## config.mk

```make
export PLATFORM = sky130hd
export DESIGN_NAME = scm_correction_math
export DESIGN_NICKNAME = d
export VERILOG_FILES = /design/src/design/scm_correction_math.v /design/src/design/scm_sat_mul.v
export VERILOG_INCLUDE_DIRS = /design/src /design/src/inc
export SDC_FILE = /design/constraint.sdc
export NUM_CORES = 2
export LEC_CHECK = 0
export BUFFER_PORTS_ARGS = -buffer_cell sky130_fd_sc_hd__buf_2
export CORE_MARGIN = 3
export CORE_UTILIZATION = 65
export CTS_BUF_LIST = sky130_fd_sc_hd__clkbuf_8
export DETAILED_ROUTE_END_ITERATION = 12
export PLACE_DENSITY = 0.89
export SYNTH_ARGS = -nofsm -noshare
export SYNTH_HDL_FRONTEND = slang
export SYNTH_SLANG_ARGS = --single-unit
```

## constraint.sdc

```tcl
create_clock -name ref_clk -period 37.5 [get_ports ref_clk]
set_clock_uncertainty 0.05 [all_clocks]
set_input_delay 7.5 -clock ref_clk [delete_from_list [all_inputs] [get_ports ref_clk]]
set_output_delay 7.5 -clock ref_clk [all_outputs]
set_load 0.02 [all_outputs]
```

## src/inc/scm_defines.vh

```
`ifndef SCM_DEFINES_VH
`define SCM_DEFINES_VH
// ************************************
// Datapath widths and limits
// ************************************
`define SCM_W          18
`define SCM_SHIFT      15
`define SCM_HALF       18'sh08000
`define SCM_MAX        18'sh1ffff
`define SCM_MIN        -18'sh20000
`define SCM_B_MAX      18'sh10000
`define SCM_OUT_MAX    16'hffff
// ************************************
// Status layout and reset values
// ************************************
`define SCM_STAT_SAT   0
`define SCM_STAT_RST   8'h00
// ************************************
// Sequencer step codes
// ************************************
`define SCM_ST_IDLE    4'h0
`define SCM_ST_LAST    4'ha
`endif

```

## src/design/scm_correction_math.v

```verilog
`include "scm_defines.vh"
// ************************************
// Correction datapath
// ************************************
module scm_correction_math (
	// Clock and reset
	input  wire               ref_clk,
	input  wire               reset_n,
	input  wire               clk_en,
	// Raw readings
	input  wire signed [17:0] raw_bridge,
	input  wire               bridge_valid,
	input  wire signed [17:0] raw_temp,
	input  wire               temp_valid,
	// Coefficients
	input  wire               curve_shape_select,
	input  wire signed [17:0] gain_b,
	input  wire signed [17:0] offset_b,
	input  wire signed [17:0] tc_gain,
	input  wire signed [17:0] tc_offset,
	input  wire signed [17:0] low_cal_temperature_ref,
	input  wire signed [17:0] gain_drift_quad_coef,
	input  wire signed [17:0] offset_drift_quad_coef,
	input  wire signed [17:0] bridge_quad_coef,
	input  wire signed [17:0] gain_t,
	input  wire signed [17:0] offset_t,
	input  wire signed [17:0] temp_quad_coef,
	// Results
	output wire               busy,
	output reg                done,
	output reg         [15:0] bridge_out,
	output reg         [7:0]  bridge_status,
	output reg         [16:0] temp_out,
	output reg         [7:0]  temp_status
);
	// ************************************
	// Sequencer and working registers
	// ************************************
	reg        [3:0]  step;
	reg        [3:0]  next_step;
	reg signed [17:0] delta_t;
	reg signed [17:0] gain_drift_factor;
	reg signed [17:0] offset_corrected_bridge;
	reg signed [17:0] acc;
	reg signed [17:0] bridge_stage_one_value;
	reg signed [17:0] zt;
	reg               sat_b;
	reg               sat_t;
	// Multiplier operands
	reg signed [17:0] m_a;
	reg signed [17:0] m_b;
	reg signed [17:0] m_lo;
	reg signed [17:0] m_hi;
	reg               m_sh;
	wire signed [17:0] m_res;
	wire               m_sat;
	// Adder path
	reg signed [18:0] sum;
	reg signed [17:0] add_a;
	reg signed [17:0] add_b;
	reg signed [17:0] add_lo;
	reg signed [17:0] add_hi;
	reg signed [17:0] add_res;
	reg               add_sat;
	reg               use_add;
	reg signed [17:0] step_res;
	reg               step_sat;
	assign busy  = (step != `SCM_ST_IDLE);
	scm_sat_mul u_mul (
		.op_a     (m_a),
		.op_b     (m_b),
		.lo_lim   (m_lo),
		.hi_lim   (m_hi),
		.do_shift (m_sh),
		.res      (m_res),
		.sat      (m_sat)
	);

	// ************************************
	// Step operand selection
	// ************************************
	// One multiplier shared across steps: area traded for eleven cycles latency
	always @* begin
		m_a = 18'sh00000;
		m_b = 18'sh00000;
		m_lo = `SCM_MIN;
		m_hi = `SCM_MAX;
		m_sh = 1'b1;
		add_a = 18'sh00000;
		add_b = 18'sh00000;
		add_lo = `SCM_MIN;
		add_hi = `SCM_MAX;
		use_add = 1'b0;
		case (step)
			4'h1: begin
				add_a = raw_temp;
				add_b = -low_cal_temperature_ref;
				use_add = 1'b1;
			end
			4'h2: begin
				m_a = gain_drift_quad_coef;
				m_b = delta_t;
				add_a = m_res;
				add_b = tc_gain;
				use_add = 1'b1;
			end
			4'h3: begin
				m_a = delta_t;
				m_b = acc;
				add_a = m_res;
				add_b = `SCM_HALF;
				use_add = 1'b1;
			end
			4'h4: begin
				m_a = offset_drift_quad_coef;
				m_b = delta_t;
				add_a = m_res;
				add_b = tc_offset;
				use_add = 1'b1;
			end
			4'h5: begin
				m_a = delta_t;
				m_b = acc;
				add_a = m_res;
				add_b = raw_bridge;
				use_add = 1'b1;
			end
			4'h6: begin
				add_a = offset_b;
				add_b = acc;
				use_add = 1'b1;
			end
			4'h7: begin
				m_a = gain_drift_factor;
				m_b = offset_corrected_bridge;
			end
			4'h8: begin
				m_a = gain_b;
				m_b = acc;
				add_a = m_res;
				add_b = curve_shape_select ? 18'sh00000 : `SCM_HALF;
				add_lo = curve_shape_select ? `SCM_MIN : 18'sh00000;
				use_add = 1'b1;
			end
			4'h9: begin
				m_a = (curve_shape_select && bridge_stage_one_value[17]) ?
					-bridge_quad_coef : bridge_quad_coef;
				m_b = bridge_stage_one_value;
				add_a = m_res;
				add_b = `SCM_HALF;
				use_add = 1'b1;
			end
			4'ha: begin
				m_a = bridge_stage_one_value;
				m_b = acc;
				m_lo = curve_shape_select ? `SCM_MIN : 18'sh00000;
				add_a = m_res;
				add_b = curve_shape_select ? `SCM_HALF : 18'sh00000;
				add_lo = 18'sh00000;
				add_hi = curve_shape_select ? `SCM_B_MAX : `SCM_MAX;
				use_add = 1'b1;
			end
			default: use_add = 1'b0;
		endcase
		sum = {add_a[17], add_a} + {add_b[17], add_b};
		if (sum > $signed({add_hi[17], add_hi})) begin
			add_res = add_hi;
			add_sat = 1'b1;
		end else if (sum < $signed({add_lo[17], add_lo})) begin
			add_res = add_lo;
			add_sat = 1'b1;
		end else begin
			add_res = sum[17:0];
			add_sat = 1'b0;
		end
		step_res = use_add ? add_res : m_res;
		step_sat = m_sat | (use_add & add_sat);
	end
	// Temperature path, combinational on its own stored stage
	reg signed [17:0] t_sum;
	reg               t_sat_a;
	wire signed [17:0] t_m1;
	wire               t_s1;
	wire signed [17:0] t_m2;
	wire               t_s2;
	reg signed [18:0] t_s19;
	reg signed [17:0] t_q;
	reg               t_sat_q;
	wire signed [17:0] t_fin;
	wire               t_s3;
	scm_sat_mul u_t1 (
		.op_a     (gain_t),
		.op_b     (t_sum),
		.lo_lim   (`SCM_MIN),
		.hi_lim   (`SCM_MAX),
		.do_shift (1'b1),
		.res      (t_m1),
		.sat      (t_s1)
	);
	scm_sat_mul u_t2 (
		.op_a     (temp_quad_coef),
		.op_b     (zt),
		.lo_lim   (`SCM_MIN),
		.hi_lim   (`SCM_MAX),
		.do_shift (1'b1),
		.res      (t_m2),
		.sat      (t_s2)
	);
	scm_sat_mul u_t3 (
		.op_a     (zt),
		.op_b     (t_q),
		.lo_lim   (18'sh00000),
		.hi_lim   (`SCM_MAX),
		.do_shift (1'b1),
		.res      (t_fin),
		.sat      (t_s3)
	);
	always @* begin
		t_s19 = {raw_temp[17], raw_temp} + {offset_t[17], offset_t};
		if (t_s19 > 19'sh1ffff) begin
			t_sum = `SCM_MAX;
			t_sat_a = 1'b1;
		end else if (t_s19 < -19'sh20000) begin
			t_sum = `SCM_MIN;
			t_sat_a = 1'b1;
		end else begin
			t_sum = t_s19[17:0];
			t_sat_a = 1'b0;
		end
		t_s19 = {t_m2[17], t_m2} + 19'sh08000;
		if (t_s19 > 19'sh1ffff) begin
			t_q = `SCM_MAX;
			t_sat_q = 1'b1;
		end else begin
			t_q = t_s19[17:0];
			t_sat_q = 1'b0;
		end
	end
	// First temperature stage with clamp to positive range
	reg signed [18:0] zt_sum;
	reg signed [17:0] next_zt;
	reg               zt_sat;
	always @* begin
		zt_sum = {t_m1[17], t_m1} + 19'sh08000;
		if (zt_sum > 19'sh1ffff) begin
			next_zt = `SCM_MAX;
			zt_sat = 1'b1;
		end else if (zt_sum < 19'sh00000) begin
			next_zt = 18'sh00000;
			zt_sat = 1'b1;
		end else begin
			next_zt = zt_sum[17:0];
			zt_sat = 1'b0;
		end
	end
	// ************************************
	// Sequencer
	// ************************************
	always @* begin
		case (step)
			`SCM_ST_IDLE: next_step = (bridge_valid && temp_valid) ? 4'h1 : `SCM_ST_IDLE;
			`SCM_ST_LAST: next_step = `SCM_ST_IDLE;
			default:      next_step = step + 4'h1;
		endcase
	end
	always @(posedge ref_clk or negedge reset_n) begin
		if (!reset_n) begin
			step <= `SCM_ST_IDLE;
			delta_t <= 18'sh00000;
			gain_drift_factor <= 18'sh00000;
			offset_corrected_bridge <= 18'sh00000;
			acc <= 18'sh00000;
			bridge_stage_one_value <= 18'sh00000;
			zt <= 18'sh00000;
			sat_b <= 1'b0;
			sat_t <= 1'b0;
			done <= 1'b0;
			bridge_out <= 16'h0000;
			bridge_status <= `SCM_STAT_RST;
			temp_out <= 17'h00000;
			temp_status <= `SCM_STAT_RST;
		end else if (clk_en) begin
			step <= next_step;
			done <= 1'b0;
			case (step)
				`SCM_ST_IDLE: begin
					sat_b <= 1'b0;
					sat_t <= 1'b0;
				end
				4'h1: begin
					delta_t <= step_res;
					zt <= next_zt;
					sat_t <= t_sat_a | t_s1 | zt_sat;
				end
				4'h3: gain_drift_factor <= step_res;
				4'h6: offset_corrected_bridge <= step_res;
				4'h8: bridge_stage_one_value <= step_res;
				default: acc <= step_res;
			endcase
			if (step != `SCM_ST_IDLE) begin
				sat_b <= sat_b | step_sat;
			end
			if (step == `SCM_ST_LAST) begin
				// Top of S-curve range is 10000, which would wrap 16 bits
				bridge_out <= (step_res > 18'sh0ffff) ? `SCM_OUT_MAX : step_res[15:0];
				bridge_status <= {7'h00, sat_b | step_sat};
				temp_out <= t_fin[16:0];
				temp_status <= {7'h00, sat_t | t_s2 | t_sat_q | t_s3};
				done <= 1'b1;
			end
		end
	end
endmodule

```

## src/design/scm_sat_mul.v

```verilog
`include "scm_defines.vh"
// ************************************
// Scaled multiply with clamp
// ************************************
module scm_sat_mul (
	// Operands
	input  wire signed [17:0] op_a,
	input  wire signed [17:0] op_b,
	input  wire signed [17:0] lo_lim,
	input  wire signed [17:0] hi_lim,
	input  wire               do_shift,
	// Result
	output reg  signed [17:0] res,
	output reg                sat
);
	reg signed [35:0] prod;
	reg signed [35:0] scaled;
	always @* begin
		prod   = op_a * op_b;
		// Arithmetic shift keeps sign before the clamp check
		scaled = do_shift ? (prod >>> `SCM_SHIFT) : prod;
		// Concatenations are unsigned; re-sign so the compare stays signed
		if (scaled > $signed({{18{hi_lim[17]}}, hi_lim})) begin
			res = hi_lim;
			sat = 1'b1;
		end else if (scaled < $signed({{18{lo_lim[17]}}, lo_lim})) begin
			res = lo_lim;
			sat = 1'b1;
		end else begin
			res = scaled[17:0];
			sat = 1'b0;
		end
	end
endmodule

```

# Yosys cells after proc, flatten, opt, wreduce, memory -nomap -nowiden

Index checks and enable logic that the tools add are counted.

Register bits after elaboration: 150
Input port bits: 240
Output and inout bits: 51
Word-level logic and storage cells: 132

Add/sub/neg operators: 7
$mul: 4
$lt $le $gt $ge: 16
Equal/unequal tests: 10
Mux-type cells: 51
Bitwise operators: 9
Reductions and logical operators: 21

Operators by type and width:

| operator               | number |
|---|---|
| $mux 18                | 17 |
| $mul 18x18->36         | 4 |
| $pmux 18 s8            | 1 |
| $pmux 18 s7            | 1 |
| $gt 21x18->1 const B   | 4 |
| $mux 16                | 5 |
| $pmux 18 s4            | 1 |
| $gt 19x18->1 const B   | 3 |
| $pmux 18 s3            | 1 |
| $lt 21x18->1 const B   | 2 |
| $add 18x17->19 const B | 2 |
| $add 18x18->19         | 2 |
| $neg 18->18            | 2 |
| $pmux 18 s2            | 1 |
| $mux 17                | 2 |
| $lt 21x1->1 const B    | 1 |
| $lt 21x18->1           | 1 |
| $mux 1                 | 20 |
| $gt 19x18->1           | 1 |
| $lt 19x1->1 const B    | 1 |
| $lt 19x18->1           | 1 |
| $lt 19x18->1 const B   | 1 |
| $gt 18x17->1 const B   | 1 |
| $eq 4x3->1 const B     | 4 |
| other kinds (19)       | 39 |

# Logic depth before layout (Yosys ltp)

Depth in word-level cells: 16
Gate-level depth with buffers: 68
Gate-level depth less buffers: 63

# Cells and area by module

From an unflattened synthesis, not the netlist that was laid out.

Cells, all modules: 8,237
Area total of the unflattened synthesis: 70,318.7 µm²

Modules (own cells, without submodules):

| module              | times used | cells an instance | area each (µm²) | seq. area each (µm²) |
|---|---|---|---|---|
| scm_sat_mul (u_mul) | 1          | 1,772             | 15,127.0        | 0.0 |
| scm_sat_mul (u_t1)  | 1          | 1,698             | 14,781.7        | 0.0 |
| scm_sat_mul (u_t3)  | 1          | 1,701             | 14,654.1        | 0.0 |
| scm_sat_mul (u_t2)  | 1          | 1,713             | 14,651.6        | 0.0 |
| scm_correction_math | 1          | 1,353             | 11,104.4        | 3,753.6 |

# Worst setup path after synthesis

Ideal clock, no wire load.

Path type: input -> register
Start point: input port temp_quad_coef[17]
End point: register temp_out[6]
Setup time: 0.137 ns
Data arrival time: 22.284 ns
Required time: 37.313 ns
Path slack: 15.029 ns
Cell stages on the path: 62
Path buffers: 9
Cell sequence: clkbuf_1 clkbuf_1 nand2_1 fa_1 inv_1 fa_1 fa_1 fa_1 fa_1 inv_1 fa_1 inv_1 ha_1 clkbuf_1 a21o_1 a311oi_1 o21bai_1 a21o_1 [26 not listed] inv_1 fa_1 inv_1 ha_1 a21o_1 a21o_1 a21oi_1 nor2b_1 o21ai_0 nand2_1 a41oi_1 o31ai_1 a2111o_1 a211o_1 buf_6 buf_4 nor2_1 o21ai_1

Word-level cells in the longest chain between the ends: 11
Elaborated cells between the ends (all ways): 13
Those cells by class: add/sub (1); mul (2); order compare (5); mux (5)

Ends and longest elaborated chain:

| what                 | RTL line                  | source |
|---|---|---|
| start, declared      | scm_correction_math.v:27  | `input wire signed [17:0] temp_quad_coef,` |
| $mul 18x18->36 *     | scm_sat_mul.v:19          | `prod = op_a * op_b;` |
| $lt 21x18->1         | scm_sat_mul.v:26          | `end else if (scaled < $signed({{18{lo_lim[17]}}, lo_lim})) begin` |
| $mux 18              | scm_sat_mul.v:26          |  |
| $mux 18 *            | scm_sat_mul.v:23          | `if (scaled > $signed({{18{hi_lim[17]}}, hi_lim})) begin` |
| $add 18x17->19 *     | scm_correction_math.v:230 | `t_s19 = {t_m2[17], t_m2} + 19'sh08000;` |
| $gt 19x18->1         | scm_correction_math.v:231 | `if (t_s19 > 19'sh1ffff) begin` |
| $mux 18 *            | scm_correction_math.v:231 |  |
| $mul 18x18->36 *     | scm_sat_mul.v:19          |  |
| $lt 21x1->1          | scm_sat_mul.v:26          |  |
| $mux 17              | scm_sat_mul.v:26          |  |
| $mux 17 *            | scm_sat_mul.v:23          |  |
| end signal, assigned | scm_correction_math.v:307 | `temp_out <= t_fin[16:0];` |
| end, declared        | scm_correction_math.v:33  | `output reg [16:0] temp_out,` |

Mark *: on every way between the ends. The rest lies on a longest branch, timed or not.
A chain may end at the register's enable or synchronous reset.

# Final worst setup path

Start point: input port temp_quad_coef[17]
End point: register temp_out[1]

Same word-level chain as after synthesis.

==> flow_metrics.env <==
export IMPL_drive_gt1_frac=0.0694
export IMPL_ios=291
export IMPL_drtIter0Drc=5159
export IMPL_antenna_found_initial=7
export IMPL_ys_flop_type="dfrtp_1"
export IMPL_place_ws_ns=13.47
export IMPL_die_area_sq_um=95100
export IMPL_fin_crit_ns=23.57
export IMPL_r2r_slack_ns=20.15
export IMPL_critPathKind="primary input to register"
export IMPL_start_kind="primary input"
export IMPL_place_detailed_hpwl_um=143000
export IMPL_cts_setup_buffers=0
export IMPL_final_nets=8773
export IMPL_ys_types=91
export IMPL_cts_buffers=17
export IMPL_hold_path_startpoint="gain_drift_factor[17]"
export IMPL_grt_max_degree=77
export IMPL_cp_end_kind="register"
export IMPL_cts_tree="yes"
export IMPL_initial_core_util=0.658
export IMPL_hold_slack_ns=0.442
export IMPL_cp_required_ns=37.83
export IMPL_numClockSinks=150
export IMPL_rr_worst_depth=58
export IMPL_grt_util_all_layers=0.372
export IMPL_syn_area_sq_um=59400
export IMPL_routed_wl_um=173000
export IMPL_synthToLayoutAreaGrowth_pct=4.64
export IMPL_rsz0062_at_grt="no"
export IMPL_dr_total_vias=48800
export IMPL_synth_area_top_cells="fa_1, inv_1, ha_1"
export IMPL_cpMostUsedCell="inv_1"
export IMPL_critPathArrivalTime_ns=23.90
export IMPL_finalHoldViolCount=0
export IMPL_min_delay_path_depth=2
export IMPL_die_h_um=308
export IMPL_yosys_area_top_type="fa_1"
export IMPL_worst_pin_slew_ns=1.48
export IMPL_async_reset_ff_frac=1.00
export IMPL_ys_warnings_count=0
export IMPL_root_buffer="clkbuf_8"
export IMPL_netlist_area_leader_share=0.443
export IMPL_htree_levels=4
export IMPL_clockBufferDepth=2
export IMPL_critPathSlowestCell="o21ai_1"
export IMPL_hold_end="gain_drift_factor[17]"
export IMPL_min_path_type="register to register"
export IMPL_worstReg2RegEnd="acc[10]"
export IMPL_clock_latency_ns=0.51
export IMPL_r2r_start="step[1]"
export IMPL_coreArea_sq_um=90300
export IMPL_path_clk_slew_ns=0.13
export IMPL_route_detailed_drc=0
export IMPL_tns_ns=0
export IMPL_status="complete, no violations"
export IMPL_avgViaCountPerCell=6.10
export IMPL_max_cap_viol_count=0
export IMPL_ctsResizeCount=0
export IMPL_slowest_delay_ns=0.75
export IMPL_syn_inst=6728
export IMPL_grt_pass1_vias=52100
export IMPL_ant_nets=0
export IMPL_fin_crit_sh=0.629
export IMPL_setup_viol=0
export IMPL_timing_fmax_mhz=42.4
export IMPL_rows=110
export IMPL_first_pass_iters=9
export IMPL_wl_per_cell_um=21.6
export IMPL_slew_headroom=0.0144
export IMPL_path_max_fanout=18
export IMPL_synth_seq_cells=150
export IMPL_numPortBuffers=276
export IMPL_syn_avg_cell_area_sq_um=8.83
export IMPL_slew_viol_final=0
export IMPL_grt_remaining_overflow=0
export IMPL_synth_edf_count=0
export IMPL_grt_first_pass_wirelength_um=277000
export IMPL_die_w_um=308
export IMPL_seq_area_frac_synth=0.0631
export IMPL_holdBufCountCts=0
export IMPL_gp_congestion=1.02
export IMPL_worst_slack_ns=13.93
-- per-layer routing --
metal	vias up	wire [um]	global-route usage
met3	596	21900	0.104
li1	20800	-	-
met4	8	7650	0.139
met5	-	48	0
met1	24300	64200	0.492
met2	3036	78900	0.591
-- cells in the mapped netlist (25+ instances only) --
cell,count
inv_1,1434
fa_1,1316
nand2_1,944
and2_1,459
ha_1,416
clkbuf_1,264
nor2_1,250
o21ai_0,197
a21oi_1,158
dfrtp_1,150
xnor2_1,123
a21o_1,111
o211ai_1,53
o21ai_1,51
xor2_1,48
nor2b_1,46
a22oi_1,45
nor3_1,42
a22o_1,39
nand2b_1,37
nand3_1,36
nand4_1,35
a31oi_1,29
a222oi_1,25
-- registers in the layout, indices dropped and copies added (netlist names) --
name and cells:
bridge_out 16, sat_b 1, done 1, delta_t 18, bridge_status 1, offset_corrected_bridge 18
temp_status 1, step 4, temp_out 17, acc 18, gain_drift_factor 18, sat_t 1
zt 18, bridge_stage_one_value 18
-- layout make-up --
cell class                 count  area [sq um]
fill                        6689         28100
sequential                   150          3760
multi-input combinational   4834         49100
clock inverter                15           213
inverter                    1434          5380
tap                         1176          1470
clock buffer                  17           234
antenna                        2          5.00
timing repair buffer         364          2050
-- cell usage in the layout (no fill, tap or decap), types with 20 or more instances in the layout --
cell type / n
inv_1: 1434
fa_1: 1316
nand2_1: 943
and2_1: 458
ha_1: 416
buf_2: 275
nor2_1: 249
o21ai_0: 197
a21oi_1: 158
dfrtp_1: 148
xnor2_1: 123
a21o_1: 111
buf_4: 88
o211ai_1: 53
xor2_1: 48
o21ai_1: 47
nor2b_1: 46
a22oi_1: 45
nor3_1: 40
a22o_1: 39
nand2b_1: 37
nand3_1: 36
nand4_1: 35
a31oi_1: 29
a222oi_1: 25
or2_2: 22
a221o_1: 22
o21a_1: 21
a211oi_1: 21
o21bai_1: 20
-- worst max-delay path by stage --
stage	to	from	cells after the start
floorplan	temp_out[6]	temp_quad_coef[17]	62
global placement	temp_status[0]	temp_quad_coef[17]	58
detailed placement	temp_status[0]	temp_quad_coef[17]	58
CTS	temp_status[0]	temp_quad_coef[17]	58
global route	temp_out[1]	temp_quad_coef[17]	56
finish	temp_out[1]	temp_quad_coef[17]	59
-- per-stage QoR --
step	cell area (sq um)	util	std cells
floorplan	59500	-	6741
finish	62200	0.689	7992
CTS	62200	0.689	7990
global route	62200	0.689	7990
detailed placement	61700	0.684	7958
global placement	61700	0.684	7958
-- critical path, delay by kind of cell --
| family | cells | cell delay, ns |
|---|---|---|
| AOI/OAI and AO/OA | 20 | 5.30 |
| xor gates and xnor gates | 1 | 0.21 |
| and+or+nand+nor | 9 | 1.94 |
| adders and majority gates | 15 | 7.27 |
| buffers and inverters | 14 | 1.67 |
-- cells by family (layout without fill, tap and decap cells) --
logic type / after synthesis / in the layout / synth area share
compound gates: 947 / 947 / 0.110
xor+xnor: 174 / 174 / 0.0260
fa+ha+maj: 1732 / 1732 / 0.531
buf+inv: 1757 / 1830 / 0.113
flops: 150 / 150 / 0.0631
mux: 11 / 11 / 0.00198
other cells: 1 / 16 / 0.0000631
simple gates: 1956 / 1956 / 0.155
Power is not shown: default switching activity piles up to over one toggle a cycle in this logic, so the estimate is an artifact.
